<file path="config.mk">
export PLATFORM = sky130hd
export DESIGN_NAME = drive_alarm_supervisor
export DESIGN_NICKNAME = d
export VERILOG_FILES = /design/src/rtl/alarm_pkg.sv /design/src/rtl/input_sync.sv /design/src/rtl/drive_alarm_supervisor.sv
export VERILOG_INCLUDE_DIRS = /design/src /design/src/rtl
export SDC_FILE = /design/constraint.sdc
export NUM_CORES = 1
export LEC_CHECK = 0
export BUFFER_PORTS_ARGS = -buffer_cell sky130_fd_sc_hd__buf_4
export CAP_MARGIN = 10
export CORE_ASPECT_RATIO = 1.75
export CORE_UTILIZATION = 55
export CTS_BUF_LIST = sky130_fd_sc_hd__clkbuf_4 sky130_fd_sc_hd__clkbuf_8
export CTS_CLUSTER_DIAMETER = 150
export DETAILED_ROUTE_END_ITERATION = 8
export GPL_TIMING_DRIVEN = 0
export PLACE_DENSITY = 0.78
export SLEW_MARGIN = 10
export SYNTH_ARGS = -nofsm -noshare
export SYNTH_HDL_FRONTEND = slang
export SYNTH_SLANG_ARGS = --single-unit
</file>
<file path="constraint.sdc">
create_clock -name mclk -period 4.7 [get_ports mclk]
set_input_delay 0.47 -clock mclk [delete_from_list [all_inputs] [get_ports mclk]]
set_output_delay 0.47 -clock mclk [all_outputs]
set_load 0.02 [all_outputs]
</file>
<file path="src/rtl/alarm_params.svh">
// constants for the drive alarm supervisor
`ifndef ALARM_PARAMS_SVH
`define ALARM_PARAMS_SVH
`define ALM_NONE        16'h0000
`define ALM_OVERSPEED   16'h0001
`define ALM_MISS_PULSE  16'h0002
`define ALM_FIELD_OVI   16'h0004
`define ALM_HEATSINK    16'h0008
`define ALM_THERMISTOR  16'h0010
`define ALM_ARM_OVV     16'h0020
`define ALM_SPEED_FBK   16'h0040
`define ALM_ENCODER     16'h0080
`define ALM_FIELD_FAIL  16'h0100
`define ALM_THREE_PHASE 16'h0200
`define ALM_PHASE_LOCK  16'h0400
`define ALM_LINK_RX     16'h0800
`define ALM_STALL       16'h1000
`define ALM_OVERCURRENT 16'h2000
`define ALM_CT_FAIL     16'h8000
`define ALM_EXT_TRIP    16'hf005
`define ALM_AT_ERROR    16'hf001
`define ALM_AT_ABORT    16'hf002
`define ALM_CFG_EN      16'hf200
`define ALM_NO_OPSTN    16'hf400
`define ALM_REM_TRIP    16'hf006
`define ALM_BOARD_VER   16'hff05
`define ALM_PRODUCT     16'hff06
// field loss thresholds in percent of rated field current
`define FLD_MIN_PCT_CUR 8'd6
`define FLD_MIN_PCT_VLT 8'd12
// delay setting is in tenths of a second
`define DELAY_UNIT_MS   32'd100
`define CLK_HZ          32'd20000000
`define DELAY_MIN_TENTH 13'd1
`define DELAY_MAX_TENTH 13'd6000
`define SYNC_ZERO       3'b000
`endif

</file>
<file path="src/rtl/alarm_pkg.sv">
// types for the drive alarm supervisor
package alarm_pkg;
  typedef enum logic [2:0] {
    TR_IDLE  = 3'b001,
    TR_DELAY = 3'b010,
    TR_TRIP  = 3'b100
  } trip_state_t;
endpackage : alarm_pkg

</file>
<file path="src/rtl/input_sync.sv">
// three-stage synchroniser with agreement filter
`timescale 1ns/1ns
module input_sync #(
  parameter int WIDTH = 1
) (
  // clock and reset
  input  wire logic             mclk,
  input  wire logic             rst_b,
  // raw and filtered levels
  input  wire logic [WIDTH-1:0] raw,
  output logic      [WIDTH-1:0] clean_q
);
  logic [WIDTH-1:0] s1_q;
  logic [WIDTH-1:0] s2_q;
  logic [WIDTH-1:0] s3_q;

  always_ff @(posedge mclk or negedge rst_b) begin
    if (!rst_b) begin
      s1_q <= '0;
      s2_q <= '0;
      s3_q <= '0;
    end else begin
      s1_q <= raw;
      s2_q <= s1_q;
      s3_q <= s2_q;
    end
  end

  // a change counts only once stages two and three agree
  always_ff @(posedge mclk or negedge rst_b) begin
    if (!rst_b) begin
      clean_q <= '0;
    end else begin
      for (int i = 0; i < WIDTH; i++) begin
        if (s2_q[i] == s3_q[i]) begin
          clean_q[i] <= s3_q[i];
        end
      end
    end
  end
endmodule : input_sync

</file>
<file path="src/rtl/drive_alarm_supervisor.sv">
// alarm collection, latching, masking and trip for the drive
//
// Functional notes
// - summary word ORs codes of present alarms
// - first alarm code held until faults clear
// - latest alarm code kept; zero means none
// - low byte alarms are single bits
// - high byte alarms are single bits
// - non-bitmask codes for special alarms
// - stall: current high, zero speed, not setpoint
// - stall status bit, one means failed
// - field loss mask one suppresses alarm
// - field loss below 6 or 12 percent
// - link rx error only counts in slave
// - stall mask stops stall opening contactor
// - speed feedback mask suppresses alarm
// - encoder alarm needs encoder selected, unmasked
// - external fault mask blocks remote trip, not status bit
// - remote fault trips after programmed delay
// - no auto clear: faults stay latched
// - auto clear resets faults on run falling low
// - remote fault state as status bit
`timescale 1ns/1ns
`include "alarm_params.svh"
module drive_alarm_supervisor
  import alarm_pkg::*;
#(
  parameter int TICKS_PER_TENTH = `CLK_HZ / 32'd1000 * `DELAY_UNIT_MS
) (
  // clock and reset
  input  wire logic        mclk,
  input  wire logic        rst_b,
  // fault detector pins
  input  wire logic        overspeed_in,
  input  wire logic        missing_pulse_in,
  input  wire logic        field_overcurrent_in,
  input  wire logic        heatsink_in,
  input  wire logic        thermistor_in,
  input  wire logic        armature_overvolt_in,
  input  wire logic        speed_feedback_in,
  input  wire logic        encoder_error_in,
  input  wire logic        three_phase_in,
  input  wire logic        phase_lock_in,
  input  wire logic        serial_rx_error_in,
  input  wire logic        overcurrent_in,
  input  wire logic        ct_fail_in,
  input  wire logic        external_fault_in,
  input  wire logic        zero_speed_flag,
  input  wire logic        zero_setpoint_flag,
  input  wire logic        run_command_terminal,
  // analogue compares, same clock
  input  wire logic [7:0]  field_current_pct,
  input  wire logic        current_ctrl_mode,
  input  wire logic        stall_current_over,
  // configuration
  input  wire logic        field_fail_mask,
  input  wire logic        serial_link_rx_error_mask,
  input  wire logic        serial_slave_mode,
  input  wire logic        stall_mask,
  input  wire logic        speed_feedback_mask,
  input  wire logic        encoder_mask,
  input  wire logic        encoder_selected,
  input  wire logic        external_fault_mask,
  input  wire logic [12:0] external_fault_delay,
  input  wire logic        auto_fault_clear,
  // status and contactor
  output logic [15:0]      alarm_summary_word,
  output logic [15:0]      first_fault_code,
  output logic [15:0]      latest_alarm_code,
  output logic             stall_status,
  output logic             external_fault_status,
  output logic             contactor_close,
  output logic             drive_ok_output
);
  localparam int NPIN = 15;
  logic [NPIN-1:0] pins_raw;
  logic [NPIN-1:0] pins;
  logic [15:0]     live;
  logic [15:0]     live_trip;
  logic [15:0]     latched_q;
  logic [15:0]     newbits;
  logic            stall_now;
  logic            field_loss;
  logic            ext_trip_now;
  logic            trip_any;
  logic            clear_now;
  logic            run_q;
  logic [31:0]     tick_q;
  logic [12:0]     tenth_q;
  trip_state_t     tr_q;

  // lowest set bit code, used for first and latest capture
  function automatic logic [15:0] lowest_code(input logic [15:0] v);
    logic [15:0] r;
    r = `ALM_NONE;
    for (int i = 15; i >= 0; i--) begin
      if (v[i]) begin
        r = `ALM_OVERSPEED << i;
      end
    end
    return r;
  endfunction : lowest_code

  assign pins_raw = {external_fault_in, run_command_terminal,
                     zero_setpoint_flag, zero_speed_flag, ct_fail_in,
                     overcurrent_in, serial_rx_error_in, phase_lock_in,
                     three_phase_in, encoder_error_in, speed_feedback_in,
                     armature_overvolt_in, thermistor_in, heatsink_in,
                     field_overcurrent_in};

  input_sync #(.WIDTH(NPIN)) u_sync (
    .mclk    (mclk),
    .rst_b   (rst_b),
    .raw     (pins_raw),
    .clean_q (pins)
  );

  logic ovs_s;
  logic mp_s;
  input_sync #(.WIDTH(2)) u_sync2 (
    .mclk    (mclk),
    .rst_b   (rst_b),
    .raw     ({missing_pulse_in, overspeed_in}),
    .clean_q ({mp_s, ovs_s})
  );

  assign stall_now = stall_current_over && pins[11]
                     && !pins[12];
  assign field_loss = current_ctrl_mode
      ? (field_current_pct < `FLD_MIN_PCT_CUR)
      : (field_current_pct < `FLD_MIN_PCT_VLT);

  // present alarms, each at its own code
  always_comb begin
    live = `ALM_NONE;
    if (ovs_s) live = live | `ALM_OVERSPEED;
    if (mp_s) live = live | `ALM_MISS_PULSE;
    if (pins[0]) live = live | `ALM_FIELD_OVI;
    if (pins[1]) live = live | `ALM_HEATSINK;
    if (pins[2]) live = live | `ALM_THERMISTOR;
    if (pins[3]) live = live | `ALM_ARM_OVV;
    if (pins[4] && !speed_feedback_mask)
      live = live | `ALM_SPEED_FBK;
    if (pins[5] && encoder_selected && !encoder_mask)
      live = live | `ALM_ENCODER;
    if (field_loss && !field_fail_mask)
      live = live | `ALM_FIELD_FAIL;
    if (pins[6]) live = live | `ALM_THREE_PHASE;
    if (pins[7]) live = live | `ALM_PHASE_LOCK;
    if (serial_slave_mode && pins[8] && !serial_link_rx_error_mask)
      live = live | `ALM_LINK_RX;
    if (stall_now) live = live | `ALM_STALL;
    if (pins[9]) live = live | `ALM_OVERCURRENT;
    if (pins[10]) live = live | `ALM_CT_FAIL;
  end

  // stall is reported but may not trip
  assign live_trip = stall_mask ? (live & ~`ALM_STALL) : live;
  assign newbits = live_trip & ~latched_q;
  assign ext_trip_now = (tr_q == TR_TRIP);
  assign trip_any = (latched_q != `ALM_NONE) || ext_trip_now;
  // clearing needs auto clear set and run falling low
  assign clear_now = auto_fault_clear && run_q && !pins[13];

  always_ff @(posedge mclk or negedge rst_b) begin
    if (!rst_b) begin
      run_q <= 1'b0;
    end else begin
      run_q <= pins[13];
    end
  end

  // latched faults; a new fault beats a clear
  always_ff @(posedge mclk or negedge rst_b) begin
    if (!rst_b) begin
      latched_q <= `ALM_NONE;
    end else if (clear_now) begin
      latched_q <= live_trip;
    end else begin
      latched_q <= latched_q | live_trip;
    end
  end

  // delay counter for the remote fault
  always_ff @(posedge mclk or negedge rst_b) begin
    if (!rst_b) begin
      tr_q    <= TR_IDLE;
      tick_q  <= 32'h0000_0000;
      tenth_q <= 13'h0000;
    end else begin
      case (tr_q)
        TR_IDLE: begin
          tick_q  <= 32'h0000_0000;
          tenth_q <= 13'h0000;
          if (pins[14] && !external_fault_mask) tr_q <= TR_DELAY;
        end
        TR_DELAY: begin
          if (!pins[14] || external_fault_mask) begin
            tr_q <= TR_IDLE;
          end else if (tick_q == 32'(TICKS_PER_TENTH - 1)) begin
            tick_q  <= 32'h0000_0000;
            tenth_q <= tenth_q + 13'h0001;
            if (tenth_q + 13'h0001 >= external_fault_delay
                || tenth_q + 13'h0001 >= `DELAY_MAX_TENTH)
              tr_q <= TR_TRIP;
          end else begin
            tick_q <= tick_q + 32'h0000_0001;
          end
        end
        TR_TRIP: begin
          if (clear_now && !pins[14]) tr_q <= TR_IDLE;
        end
        default: tr_q <= TR_IDLE;
      endcase
    end
  end

  // status words
  always_ff @(posedge mclk or negedge rst_b) begin
    if (!rst_b) begin
      alarm_summary_word    <= `ALM_NONE;
      stall_status          <= 1'b0;
      external_fault_status <= 1'b0;
    end else begin
      alarm_summary_word    <= live;
      stall_status          <= stall_now;
      external_fault_status <= pins[14];
    end
  end

  // first and latest codes; ties resolve to lowest bit
  always_ff @(posedge mclk or negedge rst_b) begin
    if (!rst_b) begin
      first_fault_code  <= `ALM_NONE;
      latest_alarm_code <= `ALM_NONE;
    end else begin
      if (clear_now) begin
        first_fault_code  <= lowest_code(live_trip);
        latest_alarm_code <= lowest_code(live_trip);
      end else if (newbits != `ALM_NONE) begin
        if (first_fault_code == `ALM_NONE)
          first_fault_code <= lowest_code(newbits);
        latest_alarm_code <= lowest_code(newbits);
      end else if (tr_q == TR_DELAY && pins[14] && !external_fault_mask
                   && tick_q == 32'(TICKS_PER_TENTH - 1)
                   && (tenth_q + 13'h0001 >= external_fault_delay
                       || tenth_q + 13'h0001 >= `DELAY_MAX_TENTH)) begin
        if (first_fault_code == `ALM_NONE)
          first_fault_code <= `ALM_REM_TRIP;
        latest_alarm_code <= `ALM_REM_TRIP;
      end
    end
  end

  // contactor and drive ok follow the trip state
  always_ff @(posedge mclk or negedge rst_b) begin
    if (!rst_b) begin
      contactor_close <= 1'b0;
      drive_ok_output <= 1'b0;
    end else begin
      contactor_close <= pins[13] && !trip_any && (live_trip == `ALM_NONE);
      drive_ok_output <= !trip_any && (live_trip == `ALM_NONE);
    end
  end

  a_stall_status: assert property (@(posedge mclk) disable iff (!rst_b)
    stall_now |=> stall_status)
    else $error("stall status missed");
  a_summary_word: assert property (@(posedge mclk) disable iff (!rst_b)
    1'b1 |=> alarm_summary_word == $past(live))
    else $error("summary word wrong");
  a_first_hold: assert property (@(posedge mclk) disable iff (!rst_b)
    (first_fault_code != `ALM_NONE && !clear_now)
    |=> $stable(first_fault_code))
    else $error("first fault changed");
  a_trip_drops_ok: assert property (@(posedge mclk) disable iff (!rst_b)
    (live_trip != `ALM_NONE) |=> !drive_ok_output && !contactor_close)
    else $error("trip did not drop ok");
  a_stall_masked: assert property (@(posedge mclk) disable iff (!rst_b)
    stall_mask |-> !live_trip[12])
    else $error("masked stall trips");
  a_ext_masked: assert property (@(posedge mclk) disable iff (!rst_b)
    (tr_q == TR_IDLE && external_fault_mask) |=> tr_q == TR_IDLE)
    else $error("masked remote fault");
  a_latch_hold: assert property (@(posedge mclk) disable iff (!rst_b)
    (!auto_fault_clear && latched_q != `ALM_NONE)
    |=> latched_q != `ALM_NONE ##0 !drive_ok_output)
    else $error("fault cleared without auto clear");
  a_rx_slave: assert property (@(posedge mclk) disable iff (!rst_b)
    !serial_slave_mode |-> !live[11])
    else $error("rx error outside slave");
  a_ext_status: assert property (@(posedge mclk) disable iff (!rst_b)
    pins[14] |=> external_fault_status)
    else $error("remote status missed");
  c_stall: cover property (@(posedge mclk) disable iff (!rst_b)
    stall_now ##1 stall_status);
  c_ext_trip: cover property (@(posedge mclk) disable iff (!rst_b)
    tr_q == TR_DELAY ##1 tr_q == TR_TRIP);
  c_clear: cover property (@(posedge mclk) disable iff (!rst_b)
    clear_now ##1 drive_ok_output);
endmodule : drive_alarm_supervisor

</file>
==> flow_summary_export.csv, run 1 <==
group,metric,value,unit
cts,cts_resized,0,
floorplanning,boundaryPins,103,
place,gp_congestion,0.885,
logic_synthesis,yosysSeqAreaShare,0.580,
final_layout,nets,878,
logic_synthesis,async_flop_share,1.00,
sta,setup_viol,0,
critical_path,timing.critical_path.buf_inv,3,
sta,slew_headroom,0.206,
power,p_leak,4.33,nW
drt,vias,5858,
global_routing,grt_max_degree,122,
sta,rsz0062_at_grt,"false",
sta,maxSlewViolCount,0,
logic_synthesis,ys_warn_count,0,
cts,htreeDepth,4,
final_layout,area_growth,18.2,%
cts,numCtsBuffers,17,
cts,clk_pin_slew,0.12,ns
worst_hold_path,hold_class,"input port to flip-flop",
global_routing,overflow,0,
logic_synthesis,synth_area_per_cell,11.4,µm²
worst_hold_path,hp-start,"zero_speed_flag",
cts,cts_max_path_buffers,2,
place,post-place-ws,0.621,ns
drt,vias_per_cell,5.85,
final_layout,final_cell_mix,"dfrtp_1, buf_4, nand2_1, nor2_1, o21ai_0",
logic_synthesis,synth_enable_flop_cells,0,
final_layout,drive_above_1_share,0.213,
critical_path,cpMaxStageDelayCell,"or4_4",
final_layout,final_util,0.668,
sta,final.setup_skew,0.0226,ns
critical_path,path_cells,"ha_1 > buf_2 > nand4_1 > or4_4 > xor2_2 > inv_1 > ha_1 > nand4_1 > nor4_1 > a21oi_1 > a211oi_1 > nor3_2 > buf_6 > mux2_4",
floorplanning,start_util,0.565,
cts,worstSkewPairLatency,0.47,ns
sta,tightest_slew,1.18,ns
logic_synthesis,synth-main-ff-cell,"dfrtp_1",
power,power.total,3.54,mW
logic_synthesis,netlist_area,7860,µm²
place,dpl.hpwl,12600,µm
power,irDropWorstVdd,0.223,mV
global_routing,grt_usage,0.249,
drt,drt_iter0_drc,292,
status,status,"complete, no violations",
sta,finalCritPeriodShare,0.880,
critical_path,path_delay_family,"simple AND/OR/NAND/NOR gates",
sta,worst_slack,0.565,ns
drt,ant_nets,0,
floorplanning,die_y,160,µm
floorplanning,coreArea,13900,µm²
global_routing,grt_pass1_wl,28900,µm
logic_synthesis,postSynthCellCount,691,
drt,post_drt_wl_per_cell,17.2,µm
cts,post_cts.repair.setup_buffers,0,
drt,drt_wl_total,17200,µm
sta,tns,0,ns
critical_path,critPathCaptureType,"flip-flop",
global_routing,antenna_found_initial,0,
critical_path,crit_type,"flip-flop to flip-flop",
power,power_density,381,nW/µm²
critical_path,crit_arrival,4.48,ns
place,port-buffer-count,100,
final_layout,final_common_cell,"dfrtp_1",
critical_path,crit_start,"tenth_q[0]$_DFFE_PN0P_",
logic_synthesis,ys_ff_latch,182,
floorplanning,die-area,14800,µm²
logic_synthesis,synth_nets,757,
drt,drc,0,
critical_path,slowest_delay,0.55,ns
critical_path,required,5.05,ns
critical_path,crit_fanout,10,
final_layout,n_antenna_cell,0,
global_routing,first_global_vias,5973,
final_layout,fillers,1041,
sta,max_freq,242,MHz
critical_path,r2r-start,"tenth_q[0]$_DFFE_PN0P_",
drt,first_pass_iters,5,
critical_path,start_kind,"flip-flop",
final_layout,stdcell_area,9290,µm²
cts,cts.sinks,182,
cts,root_buffer,"clkbuf_8",
cts,cts_tree,"yes",
place,post_dp_cell_area,8870,µm²
run,drv_cap,0,
logic_synthesis,synthDistinctLibCells,77,
sta,hold_viol_final,0,
floorplanning,die_x,92.4,µm
sta,min_period,4.13,ns
floorplanning,num_rows,57,
power by group:
part	switching (mW)	internal, mW
clock network	0.644	0.408
registers	0.124	1.70
logic	0.370	0.291
area by class of cell:
type | count | area [µm²] | share of cell area
Sequential cell | 182 | 4560 | 0.490
Multi-Input combinational cell | 449 | 3050 | 0.328
Timing Repair Buffer | 102 | 796 | 0.0857
Clock buffer | 17 | 234 | 0.0252
Tap cell | 177 | 221 | 0.0238
Clock inverter | 15 | 178 | 0.0191
Inverter | 39 | 146 | 0.0158
Buffer | 21 | 109 | 0.0117
sequential cells by signal (all words and copies together), names as in the netlist, 13 cells and up:
register	count
tenth_q	13
alarm_summary_word	15
tick_q	32
first_fault_code	16
u_sync.s2_q	15
u_sync.s1_q	15
latched_q	15
u_sync.clean_q	15
latest_alarm_code	16
u_sync.s3_q	15
metrics by stage:
step                std cells  hold slack (ns)
finish                   1002           0.0964
global route             1002           0.0622
CTS                      1002           0.0739
detailed placement        969            0.335
global placement          968            0.331
floorplan                 691            0.174
worst paths after layout:
check,to,slack [ns],cells past startpoint
max,first_fault_code[8]$_DFFE_PN0P_,0.57,14
min,u_sync.s1_q[11]$_DFF_PN0_,0.1,1
max reg2reg,first_fault_code[8]$_DFFE_PN0P_,0.57,14
min reg2reg,u_sync.s2_q[13]$_DFF_PN0_,0.34,0
max in group asynchronous,u_sync.clean_q[10]$_DFFE_PN0N_,3.24,3
min in group asynchronous,tenth_q[6]$_DFFE_PN0P_,0.51,2
metal layers:
metal  vias to the layer above  GRT usage  part of all wire
li1                       2733          -                 -
met1                      2883      0.308              0.41
met2                       205      0.429              0.53
met3                        37     0.0390             0.043
met4                         0      0.104             0.027
met5                         -          0                 0
repair_timing:
| action | CTS | global route |
|---|---|---|
| hold buffers | 1 | 0 |
| hold endpoints to repair | 61 | 0 |
| endpoints found under the setup margin | 0 | 0 |
synth_stat cells (all sizes together) (11+ instances only):
| cell type | instances | share of area |
|---|---|---|
| nand3 | 24 | 0.015 |
| nor4 | 21 | 0.018 |
| nor2 | 41 | 0.021 |
| a21oi | 27 | 0.017 |
| xor2 | 19 | 0.022 |
| nor3 | 14 | 0.0096 |
| o21ai | 41 | 0.026 |
| nand2 | 54 | 0.026 |
| maj3 | 17 | 0.022 |
| ha | 15 | 0.024 |
| nand4 | 21 | 0.018 |
| a21o | 14 | 0.014 |
| dfrtp | 181 | 0.58 |
| inv | 39 | 0.019 |
| clkbuf | 11 | 0.0053 |
logic make-up (layout without fill, tap and decap cells):
kind of cell | Yosys count | after routing | share of synthesized area
flip-flops | 182 | 182 | 0.580
buffers and inverters | 60 | 194 | 0.0325
multiplexers | 12 | 12 | 0.0196
adder cells (fa/ha/maj) | 32 | 32 | 0.0455
XOR/XNOR | 29 | 29 | 0.0333
other | 1 | 1 | 0.000477
AND/OR/NAND/NOR | 231 | 231 | 0.158
AO/OA/AOI/OAI | 144 | 144 | 0.131
Power figures use the tool's default switching activity.
==> run 2, diff against run 1 <==
==> constraint.sdc (replaced) <==
create_clock -name mclk -period 4.6 [get_ports mclk]
set_input_delay 1.15 -clock mclk [delete_from_list [all_inputs] [get_ports mclk]]
set_output_delay 1.15 -clock mclk [all_outputs]
set_load 0.02 [all_outputs]
==> run 2 against run 1 <==
Against the previous run:
- final area fell by 0.11%
- clock-buffer cell count did not move
- final cell count barely moved
- core utilization fell by 0.072 points
==> flow_summary_export.csv, run 2 (synthesis results as in run 1) <==
group,metric,value,unit
sta,hold_slack,0.344,ns
floorplanning,num_rows,57,
cts,clk_pin_slew,0.11,ns
cts,cts_resized,0,
final_layout,largest_reg_flops,32,
sta,tns,0,ns
cts,root_buffer,"clkbuf_8",
sta,final.setup_skew,0.0216,ns
place,gp_congestion,0.885,
global_routing,antenna_found_initial,0,
critical_path,crit_arrival,4.47,ns
drt,ant_nets,0,
floorplanning,start_util,0.565,
global_routing,grt_max_degree,122,
drt,vias_per_cell,5.85,
critical_path,rr_worst_depth,14,
cts,post_cts.repair.setup_buffers,0,
critical_path,r2r_end,"first_fault_code[8]$_DFFE_PN0P_",
power,power_density,390,nW/µm²
drt,first_pass_iters,5,
global_routing,grt_pass1_wl,28800,µm
critical_path,path_cells,"ha_1 > buf_2 > nand4_1 > or4_4 > xor2_2 > inv_1 > ha_1 > nand4_1 > nor4_1 > a21oi_1 > a211oi_1 > nor3_2 > buf_6 > mux2_4",
worst_hold_path,holdPathStages,0,
final_layout,final_cells,1001,
cts,hold_buffers,0,
floorplanning,coreArea,13900,µm²
global_routing,grt_usage,0.249,
floorplanning,die_x,92.4,µm
floorplanning,die_y,160,µm
place,port-buffer-count,100,
run,drv_cap,0,
critical_path,crit_type,"flip-flop to flip-flop",
global_routing,first_global_vias,5961,
cts,cts.sinks,182,
critical_path,start_kind,"flip-flop",
final_layout,fillers,1042,
critical_path,r2r_setup_slack,0.48,ns
sta,max_freq,243,MHz
final_layout,nets,877,
drt,drt_iter0_drc,274,
final_layout,n_antenna_cell,0,
place,dp.cells,969,
sta,maxSlewViolCount,0,
cts,cts_tree,"yes",
critical_path,critPathCaptureType,"flip-flop",
critical_path,cpMaxStageDelayCell,"or4_4",
sta,slew_headroom,0.207,
cts,cts_max_path_buffers,2,
critical_path,crit_fanout,10,
cts,htreeDepth,4,
power,power.total,3.62,mW
sta,finalCritPeriodShare,0.896,
critical_path,required,4.95,ns
drt,drt_wl_total,17200,µm
cts,numCtsBuffers,17,
worst_hold_path,hp-start,"u_sync.s1_q[3]$_DFF_PN0_",
global_routing,overflow,0,
floorplanning,die-area,14800,µm²
drt,post_drt_wl_per_cell,17.2,µm
critical_path,slowest_delay,0.55,ns
final_layout,area_growth,18.1,%
power,p_leak,4.33,nW
worst_hold_path,hold_class,"flip-flop to flip-flop",
final_layout,regMostFlops,"tick_q",
sta,min_period,4.12,ns
place,dpl.hpwl,12600,µm
power,irDropWorstVdd,0.228,mV
sta,setup_viol,0,
final_layout,final_cell_mix,"dfrtp_1, buf_4, nand2_1, nor2_1, o21ai_0",
final_layout,final_common_cell,"dfrtp_1",
sta,tightest_slew,1.18,ns
floorplanning,boundaryPins,103,
final_layout,drive_above_1_share,0.214,
worst_hold_path,holdPathEnd,"u_sync.s2_q[3]$_DFF_PN0_",
final_layout,reg_top3,"tick_q x32, first_fault_code x16, latest_alarm_code x16",
critical_path,r2r-start,"tenth_q[0]$_DFFE_PN0P_",
final_layout,final_util,0.667,
cts,worstSkewPairLatency,0.47,ns
sta,hold_viol_final,0,
status,status,"complete, no violations",
sta,rsz0062_at_grt,"false",
drt,vias,5859,
drt,drc,0,
run 2: critical path: cells and delay by family (launching register included):
kind,cells,cell delay [ns]
xor gates and xnor gates,1,0.29
muxes,1,0.31
AOI/OAI and AO/OA,2,0.62
and+or+nand+nor,5,1.31
DFF,1,0.53
buffers and inverters,3,0.45
adders and majority gates,2,0.50
run 2: report_power, final:
| group | internal [mW] | total, mW | leakage, nW | switching (mW) |
|---|---|---|---|---|
| combinational | 0.297 | 0.674 | 1.85 | 0.377 |
| clock | 0.417 | 1.08 | 0.206 | 0.661 |
| sequential | 1.74 | 1.87 | 2.28 | 0.127 |
| total | 2.45 | 3.62 | 4.33 | 1.17 |
run 2: stage by stage:
stage | instance area, µm² | setup WS [ns]
floorplan | 7860 | 1.02
global placement | 8830 | 0.558
detailed placement | 8870 | 0.521
CTS | 9280 | 0.494
global route | 9280 | 0.203
finish | 9280 | 0.477
run 2: how the worst max path moves through the flow:
stage,from,end,slack [ns]
after global routing,tenth_q[0]$_DFFE_PN0P_,first_fault_code[6]$_DFFE_PN0P_,0.20
after detailed placement,tenth_q[0]$_DFFE_PN0P_,first_fault_code[8]$_DFFE_PN0P_,0.52
after floorplan,tenth_q[0]$_DFFE_PN0P_,first_fault_code[10]$_DFFE_PN0P_,1.02
after global placement,tenth_q[0]$_DFFE_PN0P_,first_fault_code[5]$_DFFE_PN0P_,0.56
final,tenth_q[0]$_DFFE_PN0P_,first_fault_code[8]$_DFFE_PN0P_,0.48
after CTS,tenth_q[0]$_DFFE_PN0P_,first_fault_code[8]$_DFFE_PN0P_,0.49
run 2: cell type report:
type | count | area, µm² | share of cell area
tap | 177 | 221 | 0.0239
clock inverter | 15 | 178 | 0.0191
sequential | 182 | 4560 | 0.491
timing repair buffer | 101 | 786 | 0.0847
multi-input combinational | 449 | 3050 | 0.329
inverter | 39 | 146 | 0.0158
clock buffer | 17 | 234 | 0.0252
buffer | 21 | 109 | 0.0117
run 2: metal layers:
| layer | GRT usage | vias up | wire (µm) |
|---|---|---|---|
| met2 | 0.429 | 185 | 9080 |
| met5 | 0 | - | 0 |
| met3 | 0.0390 | 36 | 637 |
| met1 | 0.308 | 2904 | 7010 |
| li1 | - | 2734 | - |
| met4 | 0.104 | 0 | 454 |
